[config.mk]
export PLATFORM = sky130hd
export DESIGN_NAME = ast_tx
export DESIGN_NICKNAME = d
export VERILOG_FILES = /design/src/inc/ast_pkg.sv /design/src/hdl/ast_baud.sv /design/src/hdl/ast_tx.sv
export VERILOG_INCLUDE_DIRS = /design/src /design/src/inc
export SDC_FILE = /design/constraint.sdc
export NUM_CORES = 1
export LEC_CHECK = 0
export ABC_AREA = 1
export BUFFER_PORTS_ARGS = -buffer_cell sky130_fd_sc_hd__clkbuf_2
export CORE_MARGIN = 5
export CORE_UTILIZATION = 50
export CTS_CLUSTER_DIAMETER = 80
export DETAILED_ROUTE_END_ITERATION = 6
export PLACE_DENSITY = 0.73
export SYNTH_ARGS = -nofsm -noshare
export SYNTH_HDL_FRONTEND = slang
export SYNTH_SLANG_ARGS = --single-unit
[constraint.sdc]
create_clock -name pclk -period 1.5 [get_ports pclk]
set_input_delay 0.15 -clock pclk [delete_from_list [all_inputs] [get_ports pclk]]
set_output_delay 0.15 -clock pclk [all_outputs]
set_load 0.01 [all_outputs]
[src/inc/ast_params.svh]
// Register offsets, field positions, reset values and timing counts
`ifndef AST_PARAMS_SVH
`define AST_PARAMS_SVH

// Register byte offsets on the APB
`define AST_OFF_TSC 8'h00
`define AST_OFF_RSC 8'h04
`define AST_OFF_HOLD 8'h08
`define AST_OFF_BAUD 8'h0c
`define AST_OFF_PFLAG 8'h10
`define AST_OFF_PIE 8'h14
`define AST_OFF_INTC 8'h18
`define AST_OFF_PIN 8'h1c

// Field positions
`define AST_TSC_NINE_EN 6
`define AST_TSC_TE 5
`define AST_TSC_SYNC 4
`define AST_TSC_SHIFT_EMPTY 1
`define AST_TSC_NINTH 0
`define AST_RSC_PORT_EN 7
`define AST_RSC_RX_EN 4
`define AST_PF_TXF 4
`define AST_PIE_TXE 4
`define AST_INTC_GLOBAL 7
`define AST_INTC_PERIPH 6
`define AST_BAUD_WIDE 16

// Reset values
`define AST_BAUD_RST 16'h0000
`define AST_PIN_RST 4'h3

// Timing: clock rate, instruction cycle and baud prescale
`define AST_CLK_MHZ 25
`define AST_INSTR_NS 160
`define AST_INSTR_CYC ((`AST_INSTR_NS * `AST_CLK_MHZ + 999) / 1000)
`define AST_FLAG_CYC (2 * `AST_INSTR_CYC)
`define AST_BAUD_PRESCALE 16

`endif

[src/inc/ast_pkg.sv]
// Types shared by the serial transmitter files
package ast_pkg;

  // Transmitter frame state
  typedef enum logic [1:0] {
    ast_idle,
    ast_send,
    ast_gap
  } ast_state_e;

  // Writable transmit status and control fields
  typedef struct packed {
    logic nine_en;
    logic te;
    logic sync_mode;
    logic ninth;
  } ast_tsc_s;

  // Interrupt enables and gates
  typedef struct packed {
    logic ie;
    logic peripheral_irq_gate;
    logic global_irq_enable;
  } ast_irq_s;

endpackage : ast_pkg

[src/hdl/ast_baud.sv]
// Baud generator: one tick per bit period while a frame runs
`timescale 1ns/1ps
`include "ast_params.svh"
module ast_baud (
  input wire logic pclk,
  input wire logic presetn,
  input wire logic run,
  input wire logic wide,
  input wire logic [15:0] divisor,
  output logic tick
);

  localparam logic [3:0] PRE_LAST = 4'(`AST_BAUD_PRESCALE - 1);

  logic [3:0] pre;
  logic [15:0] cnt;
  logic [15:0] div_eff;

  // Narrow mode uses only the low byte of the divisor
  function automatic logic [15:0] eff_div(input logic w, input logic [15:0] d);
    eff_div = w ? d : {8'h00, d[7:0]};
  endfunction : eff_div

  assign div_eff = eff_div(wide, divisor);

  // Terminal count is decoded directly so every bit lasts the same
  assign tick = run && (pre == PRE_LAST) && (cnt == div_eff);

  // Counters restart with each frame, so the start bit is a full period
  always_ff @(posedge pclk or negedge presetn) begin
    if (!presetn) begin
      pre <= 4'h0;
      cnt <= 16'h0000;
    end else if (!run || tick) begin
      pre <= 4'h0;
      cnt <= 16'h0000;
    end else if (pre == PRE_LAST) begin
      pre <= 4'h0;
      cnt <= cnt + 16'h0001;
    end else begin
      pre <= pre + 4'h1;
    end
  end

endmodule : ast_baud

[src/hdl/ast_tx.sv]
// Asynchronous serial transmitter with APB register access
`timescale 1ns/1ps
`include "ast_params.svh"
module ast_tx (
  input wire logic pclk,
  input wire logic presetn,
  input wire logic psel,
  input wire logic penable,
  input wire logic pwrite,
  input wire logic [7:0] paddr,
  input wire logic [31:0] pwdata,
  output logic [31:0] prdata,
  output logic pready,
  output logic pslverr,
  input wire logic serial_out_pin_in,
  output logic serial_out_pin_out,
  output logic serial_out_pin_oe,
  input wire logic serial_in_pin_in,
  output logic serial_in_pin_out,
  output logic serial_in_pin_oe,
  output logic irq
);

  localparam int INSTR_C = `AST_INSTR_CYC;
  localparam logic [7:0] GAP_LAST = 8'(`AST_INSTR_CYC - 1);
  localparam logic [7:0] FLAG_LOAD = 8'(`AST_FLAG_CYC);

  ////////////////////////////////////////////////////////////////////////
  // Declarations

  ast_pkg::ast_tsc_s tsc;
  ast_pkg::ast_irq_s irqc;
  ast_pkg::ast_state_e state;
  logic serial_port_enable;
  logic continuous_receive_enable;
  logic [15:0] baud_div;
  logic baud_wide;
  logic [3:0] pin_ctl;
  logic [7:0] hold;
  logic hold9;
  logic hold_full;
  logic [9:0] shreg;
  logic [3:0] left;
  logic tx_bit;
  logic [7:0] gap_cnt;
  logic [7:0] flag_dly;
  logic buffer_empty_flag;
  logic tick;
  logic run;
  logic load;
  logic done;
  logic shift_register_empty_flag;
  logic tx_forced;
  logic rx_forced;
  logic access;
  logic wr;
  logic wr_hold;
  logic [1:0] in_meta;
  logic [1:0] in_sync;

  // Address decode, used only by the error answer; the read mux decodes paddr itself
  function automatic logic is_mapped(input logic [7:0] a);
    case (a)
      `AST_OFF_TSC, `AST_OFF_RSC, `AST_OFF_HOLD, `AST_OFF_BAUD,
      `AST_OFF_PFLAG, `AST_OFF_PIE, `AST_OFF_INTC, `AST_OFF_PIN: is_mapped = 1'b1;
      default: is_mapped = 1'b0;
    endcase
  endfunction : is_mapped

  ////////////////////////////////////////////////////////////////////////
  // APB slave: one wait-free access phase after each setup

  assign access = psel && penable && pready;
  assign wr = access && pwrite && !pslverr;
  assign wr_hold = wr && (paddr == `AST_OFF_HOLD);

  // Answer is prepared in the setup cycle so all outputs come from flops
  always_ff @(posedge pclk or negedge presetn) begin
    if (!presetn) begin
      pready <= 1'b0;
      pslverr <= 1'b0;
    end else begin
      pready <= psel && !penable;
      pslverr <= psel && !penable && !is_mapped(paddr);
    end
  end

  // Read data mux, captured in the setup cycle
  always_ff @(posedge pclk or negedge presetn) begin
    if (!presetn) begin
      prdata <= 32'h0000_0000;
    end else if (psel && !penable && !pwrite) begin
      prdata <= 32'h0000_0000;
      case (paddr)
        `AST_OFF_TSC: begin
          prdata[`AST_TSC_NINE_EN] <= tsc.nine_en;
          prdata[`AST_TSC_TE] <= tsc.te;
          prdata[`AST_TSC_SYNC] <= tsc.sync_mode;
          prdata[`AST_TSC_SHIFT_EMPTY] <= shift_register_empty_flag;
          prdata[`AST_TSC_NINTH] <= tsc.ninth;
        end
        `AST_OFF_RSC: begin
          prdata[`AST_RSC_PORT_EN] <= serial_port_enable;
          prdata[`AST_RSC_RX_EN] <= continuous_receive_enable;
        end
        `AST_OFF_HOLD: prdata[7:0] <= hold;
        `AST_OFF_BAUD: begin
          prdata[15:0] <= baud_div;
          prdata[`AST_BAUD_WIDE] <= baud_wide;
        end
        // flag is visible here but never written
        `AST_OFF_PFLAG: prdata[`AST_PF_TXF] <= buffer_empty_flag;
        `AST_OFF_PIE: prdata[`AST_PIE_TXE] <= irqc.ie;
        `AST_OFF_INTC: begin
          prdata[`AST_INTC_GLOBAL] <= irqc.global_irq_enable;
          prdata[`AST_INTC_PERIPH] <= irqc.peripheral_irq_gate;
        end
        `AST_OFF_PIN: prdata[5:0] <= {in_sync, pin_ctl};
        default: prdata <= 32'h0000_0000;
      endcase
    end
  end

  ////////////////////////////////////////////////////////////////////////
  // Control registers

  // Software-written configuration; flags are read-only and not stored here
  always_ff @(posedge pclk or negedge presetn) begin
    if (!presetn) begin
      tsc <= '0;
      serial_port_enable <= 1'b0;
      continuous_receive_enable <= 1'b0;
      baud_div <= `AST_BAUD_RST;
      baud_wide <= 1'b0;
      irqc <= '0;
      pin_ctl <= `AST_PIN_RST;
    end else if (wr) begin
      case (paddr)
        `AST_OFF_TSC: begin
          tsc.nine_en <= pwdata[`AST_TSC_NINE_EN];
          tsc.te <= pwdata[`AST_TSC_TE];
          tsc.sync_mode <= pwdata[`AST_TSC_SYNC];
          tsc.ninth <= pwdata[`AST_TSC_NINTH];
        end
        `AST_OFF_RSC: begin
          serial_port_enable <= pwdata[`AST_RSC_PORT_EN];
          continuous_receive_enable <= pwdata[`AST_RSC_RX_EN];
        end
        `AST_OFF_BAUD: begin
          baud_div <= pwdata[15:0];
          baud_wide <= pwdata[`AST_BAUD_WIDE];
        end
        `AST_OFF_PIE: irqc.ie <= pwdata[`AST_PIE_TXE];
        `AST_OFF_INTC: begin
          irqc.global_irq_enable <= pwdata[`AST_INTC_GLOBAL];
          irqc.peripheral_irq_gate <= pwdata[`AST_INTC_PERIPH];
        end
        `AST_OFF_PIN: pin_ctl <= pwdata[3:0];
        default: ;
      endcase
    end
  end

  ////////////////////////////////////////////////////////////////////////
  // Holding buffer

  assign run = serial_port_enable && tsc.te && !tsc.sync_mode;
  assign done = (state == ast_pkg::ast_send) && tick && (left == 4'h0);
  // idle shifter takes the character at once; in the gap it waits for gap_cnt to reach zero
  assign load = run && hold_full &&
    ((state == ast_pkg::ast_idle) || ((state == ast_pkg::ast_gap) && (gap_cnt == 8'h00)));
  assign shift_register_empty_flag = (state != ast_pkg::ast_send);

  // ninth bit is taken from its field at the moment of the write
  always_ff @(posedge pclk or negedge presetn) begin
    if (!presetn) begin
      hold <= 8'h00;
      hold9 <= 1'b0;
      hold_full <= 1'b0;
    end else if (!serial_port_enable) begin
      // buffer emptied when the port is switched off
      hold_full <= 1'b0;
    end else if (wr_hold) begin
      hold <= pwdata[7:0];
      hold9 <= tsc.ninth;
      hold_full <= 1'b1;
    end else if (load) begin
      hold_full <= 1'b0;
    end
  end

  ////////////////////////////////////////////////////////////////////////
  // Buffer-empty flag and interrupt

  // write holds the flag up for two instruction cycles
  always_ff @(posedge pclk or negedge presetn) begin
    if (!presetn) begin
      flag_dly <= 8'h00;
    end else if (wr_hold && serial_port_enable) begin
      flag_dly <= FLAG_LOAD;
    end else if (flag_dly != 8'h00) begin
      flag_dly <= flag_dly - 8'h01;
    end
  end

  // flag follows buffer state, gated only by the transmit enable
  always_ff @(posedge pclk or negedge presetn) begin
    if (!presetn) begin
      buffer_empty_flag <= 1'b0;
    end else begin
      buffer_empty_flag <= tsc.te && (!hold_full || (flag_dly != 8'h00));
    end
  end

  // interrupt when flag and all three enables are set
  always_ff @(posedge pclk or negedge presetn) begin
    if (!presetn) begin
      irq <= 1'b0;
    end else begin
      irq <= buffer_empty_flag && irqc.ie && irqc.peripheral_irq_gate &&
        irqc.global_irq_enable;
    end
  end

  ////////////////////////////////////////////////////////////////////////
  // Baud generator, restarted per frame

  // one tick per bit period, only while a frame is being sent
  ast_baud u_baud (
    .pclk(pclk),
    .presetn(presetn),
    .run(state == ast_pkg::ast_send),
    .wide(baud_wide),
    .divisor(baud_div),
    .tick(tick)
  );

  ////////////////////////////////////////////////////////////////////////
  // Frame sequencer and shift register

  // send at once, reload one instruction cycle after the stop bit
  always_ff @(posedge pclk or negedge presetn) begin
    if (!presetn) begin
      state <= ast_pkg::ast_idle;
      gap_cnt <= 8'h00;
    end else if (!run) begin
      // abandon the frame; also stops when transmit is disabled
      state <= ast_pkg::ast_idle;
      gap_cnt <= 8'h00;
    end else begin
      case (state)
        ast_pkg::ast_idle: begin
          if (load) begin
            state <= ast_pkg::ast_send;
          end
        end
        ast_pkg::ast_send: begin
          if (done) begin
            state <= ast_pkg::ast_gap;
            gap_cnt <= GAP_LAST;
          end
        end
        ast_pkg::ast_gap: begin
          if (gap_cnt != 8'h00) begin
            gap_cnt <= gap_cnt - 8'h01;
          end else if (load) begin
            state <= ast_pkg::ast_send;
          end else begin
            state <= ast_pkg::ast_idle;
          end
        end
        default: state <= ast_pkg::ast_idle;
      endcase
    end
  end

  // Shift register; stop and idle bits are fed in as ones
  always_ff @(posedge pclk or negedge presetn) begin
    if (!presetn) begin
      shreg <= 10'h3ff;
      left <= 4'h0;
      tx_bit <= 1'b1;
    end else if (!run) begin
      tx_bit <= 1'b1;
      left <= 4'h0;
    end else if (load) begin
      // ninth slot is plain data or stop, never parity
      shreg <= {1'b1, tsc.nine_en ? hold9 : 1'b1, hold};
      left <= tsc.nine_en ? 4'd10 : 4'd9;
      tx_bit <= 1'b0;
    end else if ((state == ast_pkg::ast_send) && tick) begin
      if (left == 4'h0) begin
        tx_bit <= 1'b1;
      end else begin
        // least significant bit goes out first
        tx_bit <= shreg[0];
        shreg <= {1'b1, shreg[9:1]};
        left <= left - 4'h1;
      end
    end else if (state != ast_pkg::ast_send) begin
      tx_bit <= 1'b1;
    end
  end

  ////////////////////////////////////////////////////////////////////////
  // Pin control and input synchronisers

  assign tx_forced = serial_port_enable && tsc.te && !tsc.sync_mode;
  assign rx_forced = serial_port_enable && continuous_receive_enable && !tsc.sync_mode;

  // transmit pin forced to drive the line
  always_ff @(posedge pclk or negedge presetn) begin
    if (!presetn) begin
      serial_out_pin_out <= 1'b1;
      serial_out_pin_oe <= 1'b0;
    end else begin
      serial_out_pin_out <= tx_forced ? tx_bit : pin_ctl[2];
      serial_out_pin_oe <= tx_forced || !pin_ctl[0];
    end
  end

  always_ff @(posedge pclk or negedge presetn) begin
    if (!presetn) begin
      serial_in_pin_out <= 1'b1;
      serial_in_pin_oe <= 1'b0;
    end else begin
      serial_in_pin_out <= pin_ctl[3];
      serial_in_pin_oe <= !rx_forced && !pin_ctl[1];
    end
  end

  // Pin levels cross in through two flops before software sees them
  always_ff @(posedge pclk or negedge presetn) begin
    if (!presetn) begin
      in_meta <= 2'b11;
      in_sync <= 2'b11;
    end else begin
      in_meta <= {serial_in_pin_in, serial_out_pin_in};
      in_sync <= in_meta;
    end
  end
endmodule : ast_tx

==> reports/metrics.cfg, run 1 <==
[global_routing]
grt-ovfl-total = 0
grt_use_total_pct = 26.0
use_met1_pct = 32.7
met2_usage_pct = 44.2
grt_pass1_wl_mm = 30.6
top_usage_layer = met2
grt_pass1_vias = 6320
antenna_found_initial = 0
gr-usage-met3_pct = 5.58
grt_max_degree = 45

[floorplan]
die_h_um = 123
boundaryPins = 86
rows = 41
core_sq_mm = 0.0126
dieArea_sq_mm = 0.0152
start_util_pct = 51.0
die_x_um = 123

[placed_design]
io_buffers = 55
dp_hpwl_mm = 12.3
gp_congestion = 0.911

[cells_and_area]
fillers = 896
post-route-util_pct = 73.4
drive_gt1_share_pct = 37.0
regArea_sq_mm = 0.00305
antenna_cells = 0
fin_nets = 1104
multiInputGateArea_sq_mm = 0.00334
synthToLayoutAreaGrowth_pct = 44.0

[run_status]
violations = setup timing
status = finished, violations left

[worst_setup_path]
cp-end-kind = register
crit_arrival_ns = 2.23
cp_max_fo = 5
cp.required_ns = 1.87
critPathLaunchType = register
crit_type = register to register

[pwr]
powerDensity_mw_per_mm2 = 854
power_leakage_nw = 4.62
ir_drop_v = 0.000744
fin_total_pwr_mw = 7.91

[sta]
post-route-min-period_ns = 1.86
finalCritPeriodShare_pct = 124
slew_violations = 0
max_freq_mhz = 538
fin_worst_skew_ns = 0.00663
fin_setup_tns_ns = -9.62
finalHoldViolations = 0
slew_headroom_pct = 65.3
layout_setup_ws_ns = -0.360
tightest_slew_ns = 0.517
finalSetupViolCount = 43
grt_setup_unrepaired = true

[clock_tree]
worstSkewPairLatency_ns = 0.43
cts_root_buf = clkbuf_16
clkTransAtPathRegs_ns = 0.06
clock_path_buffers = 2
numCtsBuffers = 17
cts_tree = built
cts.sinks = 121
htreeDepth = 4

[route]
drc_errors = 0
drt_iter0_markers = 486
viasPerCell = 5.20
routedWlPerCell_um = 15.8
dr.pass1.iters = 6
vias = 6430
drtAntennaViolNets = 0
wl_mm = 19.6

[synth]
syn_inst = 833
synth_area_sq_mm = 0.00643
yosysUniqueCellTypes = 39
seq_area_frac_synth_pct = 47.4
yosys_warnings = 0
synth.ff_latch_count = 121
avgSynthCellArea_sq_um = 7.72

[min_path]
hold_class = input port to register

[job]
maxCapViolations = 0

==> power by group <==
part,internal (mW),switching (mW),leakage [nW]
registers,3.29,0.00992,1.58
logic,0.105,0.172,2.74
clock network,2.70,1.64,0.299
==> worst paths after layout <==
check | from | end | slack [ns] | depth (start not counted)
min in group asynchronous | presetn | flag_dly[4] | 0.11 | 2
max in group asynchronous | presetn | in_sync[0] | 0.77 | 3
worst min-delay path | pwdata[3] | hold[3] | 0.03 | 3
worst max-delay path | baud_wide | shreg[4] | -0.36 | 9
worst max register to register | baud_wide | shreg[4] | -0.36 | 9
worst min register to register | in_meta[1] | in_sync[1] | 0.36 | 0
==> worst max-delay path, cell delays in order, from the launching register on <==
cell,delay [ns]
dfrtp_2,0.44
buf_4,0.15
nand3_1,0.09
nand2_2,0.10
nand3b_1,0.20
nor2_2,0.14
nand4_1,0.25
nand2_2,0.25
nand3_1,0.10
nand2_1,0.08
==> repair_timing <==
item                                    4_1_cts  5_1_grt
endpoints found under the hold margin       119        0
resized for setup                            62      108
endpoints found under the setup margin       45       87
gates cloned                                  1        2
pin swaps                                    18       41
hold buffers                                 16        0
setup buffers                                 9       13
==> cells in the final DEF, fill, tap and decap left out, types with 13 or more instances in the layout <==
cell type / Yosys / final
inv_2: 5 / 17
clkbuf_16: 0 / 17
dfrtp_1: 103 / 100
o21ai_1: 3 / 18
nand3_1: 66 / 50
nor2_2: 4 / 24
buf_4: 15 / 127
nand2_1: 228 / 207
dfstp_2: 18 / 18
a21oi_1: 16 / 13
nor2_1: 81 / 53
conb_1: 1 / 15
nand3_2: 5 / 17
buf_6: 3 / 13
xor2_1: 14 / 14
dlygate4sd3_1: 0 / 16
nand2_2: 8 / 23
inv_1: 107 / 93
clkbuf_2: 0 / 54
o21ai_0: 69 / 51
==> synth_stat cells (all sizes together) <==
cell type,number,area share [%]
or2,2,0.19
and2,1,0.097
nor3b,2,0.23
a211oi,1,0.12
o2111ai,1,0.14
nor4,7,0.68
dfrtp,103,40
nand2,239,15
nand3b,6,0.70
a31oi,1,0.097
nand4,8,0.78
conb,1,0.058
xnor2,1,0.14
nand3,71,5.9
clkbuf,7,0.41
xor2,14,1.9
o22ai,6,0.58
dfstp,18,7.3
nor3,18,1.7
inv,112,6.5
nor2,86,5.3
ha,6,1.2
buf,24,2.9
o31ai,3,0.35
mux2,7,1.2
o21ai,72,5.6
a21oi,16,1.2
==> state kept, by name, indices dropped and copies added, names as in the netlist, 8 cells and up <==
name	cells
gap_cnt	8
prdata	17
shreg	9
flag_dly	8
baud_div	16
u_baud.cnt	16
hold	8
==> final cells by class <==
class                      count  area share [%]
sequential                   121            33.0
clock buffer                  18            4.74
timing repair buffer         214            17.4
inverter                     112            4.60
clock inverter                14            1.99
tap                          172            2.32
multi-input combinational    585            36.0
==> routing by layer <==
| metal | vias to the layer above | share of wire [%] | wire (um) |
|---|---|---|---|
| li1 | 3084 | - | - |
| met2 | 237 | 51 | 10000 |
| met1 | 3048 | 40 | 7800 |
| met3 | 61 | 5.8 | 1140 |
| met4 | 0 | 3.2 | 620 |
| met5 | - | 0 | 0 |
==> metrics by stage <==
step	hold slack, ns	instance area (sq um)	cells	setup slack [ns]
6_report	0.0261	9270	1236	-0.360
5_1_grt	0.0437	9270	1236	-0.423
4_1_cts	0.0260	8810	1221	-0.222
3_5_place_dp	0.00698	7720	1163	-0.396
3_3_place_gp	0.00679	7720	1163	-0.351
2_1_floorplan	-0.146	6520	847	-0.136
==> cells by family after synthesis <==
logic type / count (synthesis) / synth area share, %
DFF: 121 / 47.4
other: 1 / 0.0583
AOI/OAI and AO/OA: 100 / 8.13
adders and majority gates: 6 / 1.17
and+or+nand+nor: 440 / 30.1
xor gates and xnor gates: 15 / 2.04
muxes: 7 / 1.23
buffers and inverters: 143 / 9.84
No activity file was read; power rests on OpenSTA's default activity.
==> inputs of run 2 (changes only) <==
--- a/config.mk
+++ b/config.mk
@@ -16,3 +16,4 @@
 export SYNTH_ARGS = -nofsm -noshare
 export SYNTH_HDL_FRONTEND = slang
 export SYNTH_SLANG_ARGS = --single-unit
+export TNS_END_PERCENT = 30
==> reports/metrics.cfg, run 2 (synthesis results as in run 1) <==
[cells_and_area]
largest-register = prdata  ; unchanged
post-route-util_pct = 70.9  ; was 73.4%
largest_reg_flops = 17  ; unchanged
layout_common_cells = nand2_1 (192), buf_4 (109), dfrtp_1 (101)  ; was nand2_1 (207), buf_4 (127), dfrtp_1 (100)
top_regs = prdata: 17 flops, baud_div: 16 flops, u_baud.cnt: 16 flops  ; unchanged
fillers = 983  ; was 896
drive_gt1_share_pct = 33.9  ; was 37.0%
fin_nets = 1081  ; was 1104
final_area_sq_mm = 0.00895  ; was 0.00927 sq mm
final_common_cell = nand2_1  ; unchanged
antenna_cells = 0  ; unchanged
synthToLayoutAreaGrowth_pct = 39.1  ; was 44.0%

[sta]
finalHoldViolations = 0  ; unchanged
slew_violations = 0  ; unchanged
post-route-min-period_ns = 1.77  ; was 1.86 ns
layout_setup_ws_ns = -0.271  ; was -0.360 ns
fin_worst_skew_ns = 0.00780  ; was 0.00663 ns
grt_setup_unrepaired = true  ; unchanged
finalCritPeriodShare_pct = 118  ; was 124%
finalSetupViolCount = 43  ; unchanged
max_freq_mhz = 565  ; was 538 MHz

[clock_tree]
clock_path_buffers = 2  ; unchanged
cts_root_buf = clkbuf_16  ; unchanged
worstSkewPairLatency_ns = 0.43  ; about the same
cts_tree = built  ; unchanged
htreeDepth = 4  ; unchanged
cts.sinks = 121  ; unchanged
numCtsBuffers = 17  ; unchanged
clkTransAtPathRegs_ns = 0.06  ; about the same

[run_status]
status = finished, violations left  ; unchanged
violations = setup timing  ; unchanged

[floorplan]
dieArea_sq_mm = 0.0152  ; unchanged
start_util_pct = 51.0  ; unchanged
core_sq_mm = 0.0126  ; unchanged
die_x_um = 123  ; unchanged
rows = 41  ; unchanged
boundaryPins = 86  ; unchanged
die_h_um = 123  ; unchanged

[global_routing]
grt_pass1_vias = 5899  ; was 6320
grt_use_total_pct = 24.7  ; was 26.0%
grt_pass1_wl_mm = 29.0  ; was 30.6 mm
grt-ovfl-total = 0  ; unchanged
grt_max_degree = 71  ; was 45
antenna_found_initial = 0  ; unchanged

[worst_setup_path]
critPathLaunchType = register  ; unchanged
cp_slowest_cell = dfrtp_2  ; unchanged
cp_max_fo = 8  ; was 5
max_stage_delay_ns = 0.47  ; was 0.44 ns
cp.required_ns = 1.81  ; was 1.87 ns
worst-path-buf-inv = 1  ; unchanged
cpMostUsedCell = nand2_1
crit_type = register to register  ; unchanged
crit_arrival_ns = 2.08  ; was 2.23 ns
worstPathCellList = buf_8, nand2_1, nand2_1, nand2_4, nor2_4, nand2_2, nor2_4, nand3_4, nand2_8, nand2_8, nand2_1, nand2_1  ; was buf_4, nand3_1, nand2_2, nand3b_1, nor2_2, nand4_1, nand2_2, nand3_1, nand2_1
cp_top_family = simple AND/OR/NAND/NOR gates  ; unchanged
cp-end-kind = register  ; unchanged

[route]
drc_errors = 0  ; unchanged
viasPerCell = 5.18  ; was 5.20
dr.pass1.iters = 5  ; was 6
drtAntennaViolNets = 0  ; unchanged
routedWlPerCell_um = 15.3  ; was 15.8 um
wl_mm = 18.6  ; was 19.6 mm
vias = 6289  ; was 6430
drt_iter0_markers = 453  ; was 486

[min_path]
hold_class = input port to register  ; unchanged

[placed_design]
pre_cts_ws_ns = -0.400  ; was -0.396 ns
dpl-instance-area_sq_mm = 0.00766  ; was 0.00772 sq mm
dp_hpwl_mm = 12.3  ; about the same
io_buffers = 55  ; unchanged
gp_congestion = 0.957  ; was 0.911

[pwr]
ir_drop_v = 0.000758  ; was 0.000744 V
fin_total_pwr_mw = 7.33  ; was 7.91 mW
power_leakage_nw = 4.50  ; was 4.62 nW
powerDensity_mw_per_mm2 = 819  ; was 854 mW/mm^2

[job]
maxCapViolations = 0  ; unchanged

## run 2: changes by cell type in the layout (fill, tap and decap cells not counted), moves of 6 or more
cell,delta
buf_4,-18
nand2_1,-15
nor2_1,+11
nor2_2,-11
nand2_2,+10
buf_6,-8
nor3_4,-7
o21ai_0,+7
inv_1,+6
## run 2: metrics by stage
step           setup TNS (ns)  hold WS, ns  std cells
2_1_floorplan           -3.43       -0.146        847
3_3_place_gp            -9.92        0.176       1155
3_5_place_dp           -12.81        0.176       1155
4_1_cts                 -6.58       0.0223       1207
5_1_grt                -13.22       0.0569       1213
6_report                -8.93       0.0294       1213
## run 2: where the power goes
part | switching (mW) | internal (mW) | total, mW
registers | 0.00971 | 3.29 | 3.30
logic | 0.166 | 0.100 | 0.266
clock network | 1.57 | 2.20 | 3.77
total | 1.75 | 5.59 | 7.33
## run 2: worst paths after layout
kind | startpoint | to | slack, ns | cells past startpoint
setup / recovery | baud_wide | gap_cnt[0] | -0.27 | 12
hold / removal | pwdata[3] | baud_div[3] | 0.03 | 3
setup reg to reg | baud_wide | gap_cnt[0] | -0.27 | 12
hold reg to reg | in_meta[1] | in_sync[1] | 0.35 | 0
max in group asynchronous | presetn | in_sync[1] | 0.86 | 3
min in group asynchronous | presetn | flag_dly[4] | 0.26 | 3
## run 2: cell type report
cell class / instances / area, sq um / share of cell area (%)
clock buffers: 19 / 453 / 5.06
clock inverters: 13 / 96.3 / 1.08
inverters: 112 / 423 / 4.72
multi-input cells: 586 / 3260 / 36.4
flip-flops and latches: 121 / 3050 / 34.1
well taps: 172 / 215 / 2.40
repair buffers: 190 / 1450 / 16.2
## run 2: worst reg2reg max path, delay by kind of cell, from the launching register on
family	cells	cell delay, ns
AND/OR/NAND/NOR	11	1.03
flip-flops	1	0.47
buffers and inverters	1	0.17
## run 2: repair_timing
action	CTS	global route
pin swaps	8	34
setup buffers	3	4
gates resized for setup	39	100
hold endpoints to repair	128	0
hold buffers	14	0
endpoints found under the setup margin	44	70
cloned	3	2
## run 2: routing by layer
| metal | share of wire [%] | wire (um) | vias up | GRT usage (%) |
|---|---|---|---|---|
| li1 | - | - | 3030 | - |
| met1 | 41 | 7640 | 2964 | 32.5 |
| met2 | 49 | 9060 | 234 | 40.1 |
| met3 | 6.5 | 1210 | 61 | 5.40 |
| met4 | 3.6 | 675 | 0 | 8.86 |
| met5 | 0 | 0 | - | 0 |
==> inputs of run 3 (changes only) <==
--- a/config.mk
+++ b/config.mk
@@ -13,6 +13,7 @@
 export CTS_CLUSTER_DIAMETER = 80
 export DETAILED_ROUTE_END_ITERATION = 6
 export PLACE_DENSITY = 0.73
+export SKIP_CTS_REPAIR_TIMING = 1
 export SYNTH_ARGS = -nofsm -noshare
 export SYNTH_HDL_FRONTEND = slang
 export SYNTH_SLANG_ARGS = --single-unit
==> reports/metrics.cfg, run 3 (synthesis results as in run 1) <==
[worst_setup_path]
cp.required_ns = 1.86  ; was 1.81 ns
cp_slowest_cell = dfrtp_2  ; unchanged
cp_max_fo = 8  ; unchanged
crit_type = register to register  ; unchanged
worstPathCellList = buf_6, buf_4, nand3_2, nand2_2, nor2_2, nand2_1, nor2_2, nand3_2, nand2_4, buf_4, nand3_1, nand2_1  ; was buf_8, nand2_1, nand2_1, nand2_4, nor2_4, nand2_2, nor2_4, nand3_4, nand2_8, nand2_8, nand2_1, nand2_1
critPathLaunchType = register  ; unchanged
worst-path-buf-inv = 3  ; was 1
max_stage_delay_ns = 0.46  ; was 0.47 ns
reg2regPathDepth = 12  ; unchanged
cp-end-kind = register  ; unchanged
path_depth = 12  ; unchanged
cp_top_family = simple AND/OR/NAND/NOR gates  ; unchanged
crit_arrival_ns = 2.16  ; was 2.08 ns

[route]
routed.top_layer = met4  ; unchanged
drt_iter0_markers = 433  ; was 453
viasPerCell = 5.06  ; was 5.18
routed-wl-met2_mm = 8.72  ; was 9.06 mm
wl_met1_mm = 7.54  ; was 7.64 mm
routedWlPerCell_um = 14.6  ; was 15.3 um
wl_met3_um = 962  ; was 1.21 mm
drtAntennaViolNets = 0  ; unchanged
wl_mm = 17.6  ; was 18.6 mm
vias = 6132  ; was 6289
dr.pass1.iters = 6  ; was 5
drc_errors = 0  ; unchanged

[placed_design]
dp.cells = 1155  ; unchanged
dp_hpwl_mm = 12.3  ; unchanged
gp_congestion = 0.957  ; unchanged
io_buffers = 55  ; unchanged

[cells_and_area]
top_regs = prdata: 17 flops, baud_div: 16 flops, u_baud.cnt: 16 flops  ; unchanged
antenna_cells = 0  ; unchanged
post-route-util_pct = 69.3  ; was 70.9%
synthToLayoutAreaGrowth_pct = 35.8  ; was 39.1%
final_common_cell = nand2_1  ; unchanged
largest-register = prdata  ; unchanged
instances_no_fill = 1211  ; was 1213
largest_reg_flops = 17  ; unchanged
layout_common_cells = nand2_1 (209), buf_4 (110), inv_1 (102)  ; was nand2_1 (192), buf_4 (109), dfrtp_1 (101)
fin_nets = 1079  ; was 1081
fillers = 1024  ; was 983
drive_gt1_share_pct = 31.2  ; was 33.9%

[floorplan]
start_util_pct = 51.0  ; unchanged
die_h_um = 123  ; unchanged
boundaryPins = 86  ; unchanged
rows = 41  ; unchanged
die_x_um = 123  ; unchanged
dieArea_sq_mm = 0.0152  ; unchanged
core_sq_mm = 0.0126  ; unchanged

[global_routing]
grt_max_degree = 71  ; unchanged
grt_pass1_vias = 5611  ; was 5899
grt-ovfl-total = 0  ; unchanged
grt_use_total_pct = 23.3  ; was 24.7%
grt_pass1_wl_mm = 27.4  ; was 29.0 mm
antenna_found_initial = 0  ; unchanged

[clock_tree]
numCtsBuffers = 17  ; unchanged
clock_path_buffers = 2  ; unchanged
cts_tree = built  ; unchanged
cts.sinks = 121  ; unchanged
cts_root_buf = clkbuf_16  ; unchanged
worstSkewPairLatency_ns = 0.42  ; was 0.43 ns
clkTransAtPathRegs_ns = 0.05  ; was 0.06 ns
htreeDepth = 4  ; unchanged

[sta]
fin_worst_skew_ns = 0.00484  ; was 0.00780 ns
hold-worst-slack_ns = -0.0232  ; was 0.0294 ns
slew_violations = 0  ; unchanged
post-route-min-period_ns = 1.81  ; was 1.77 ns
fin_setup_tns_ns = -8.52  ; was -8.93 ns
layout_setup_ws_ns = -0.309  ; was -0.271 ns
finalHoldViolations = 1  ; was 0
max_freq_mhz = 553  ; was 565 MHz
finalCritPeriodShare_pct = 121  ; was 118%
grt_setup_unrepaired = true  ; unchanged
finalSetupViolCount = 43  ; unchanged

[min_path]
hold_class = input port to register  ; unchanged
hold_depth = 3  ; unchanged

[job]
maxCapViolations = 0  ; unchanged

[pwr]
powerDensity_mw_per_mm2 = 836  ; was 819 mW/mm^2
fin_total_pwr_mw = 7.30  ; was 7.33 mW
power_leakage_nw = 4.44  ; was 4.50 nW
ir_drop_v = 0.000767  ; was 0.000758 V

[run_status]
status = finished, violations left  ; unchanged
violations = hold timing, setup timing  ; was setup timing

-- run 3: cell types whose count changed in the layout (fill, tap and decap cells not counted), sizes merged --
cell and change:
buf +1, dlygate4sd3 -2, clkbuf +1, nand2 -2
-- run 3: worst paths after layout --
| kind | slack, ns | endpoint | startpoint |
|---|---|---|---|
| min | -0.02 | baud_div[15] | pwdata[15] |
| max in group asynchronous | 0.85 | in_sync[1] | presetn |
| max reg2reg | -0.31 | gap_cnt[7] | baud_wide |
| max | -0.31 | gap_cnt[7] | baud_wide |
| min reg2reg | 0.35 | in_sync[1] | in_meta[1] |
| min in group asynchronous | 0.27 | flag_dly[4] | presetn |
-- run 3: final cells by class --
class,instances,area [sq um],share of cell area [%]
clock buffers,19,453,5.18
flip-flops and latches,121,3050,34.9
multi-input cells,584,3060,35.1
repair buffers,190,1440,16.4
well taps,172,215,2.46
clock inverters,13,96.3,1.10
inverters,112,423,4.84
-- run 3: routing by layer --
| layer | vias up | GRT usage, % |
|---|---|---|
| met5 | - | 0 |
| li1 | 3024 | - |
| met2 | 175 | 36.8 |
| met3 | 31 | 4.99 |
| met1 | 2902 | 31.7 |
| met4 | 0 | 8.17 |
-- run 3: tightest hold or removal path, stage by stage --
cell and delay [ns]:
clkbuf_2 0.08, nor2_1 0.09, a21oi_1 0.04
-- run 3: report_power, final --
group	total, mW	switching, mW	leakage (nW)	internal, mW
Combinational	0.257	0.162	2.61	0.0955
Clock	3.75	1.55	0.258	2.20
Sequential	3.30	0.00947	1.58	3.29
Total	7.30	1.72	4.44	5.58
-- run 3: metrics by stage --
step / area, sq um / worst slack, ns
6_report: 8740 / -0.309
5_1_grt: 8740 / -0.422
4_1_cts: 8210 / -0.423
3_5_place_dp: 7660 / -0.400
3_3_place_gp: 7660 / -0.343
2_1_floorplan: 6490 / -0.136
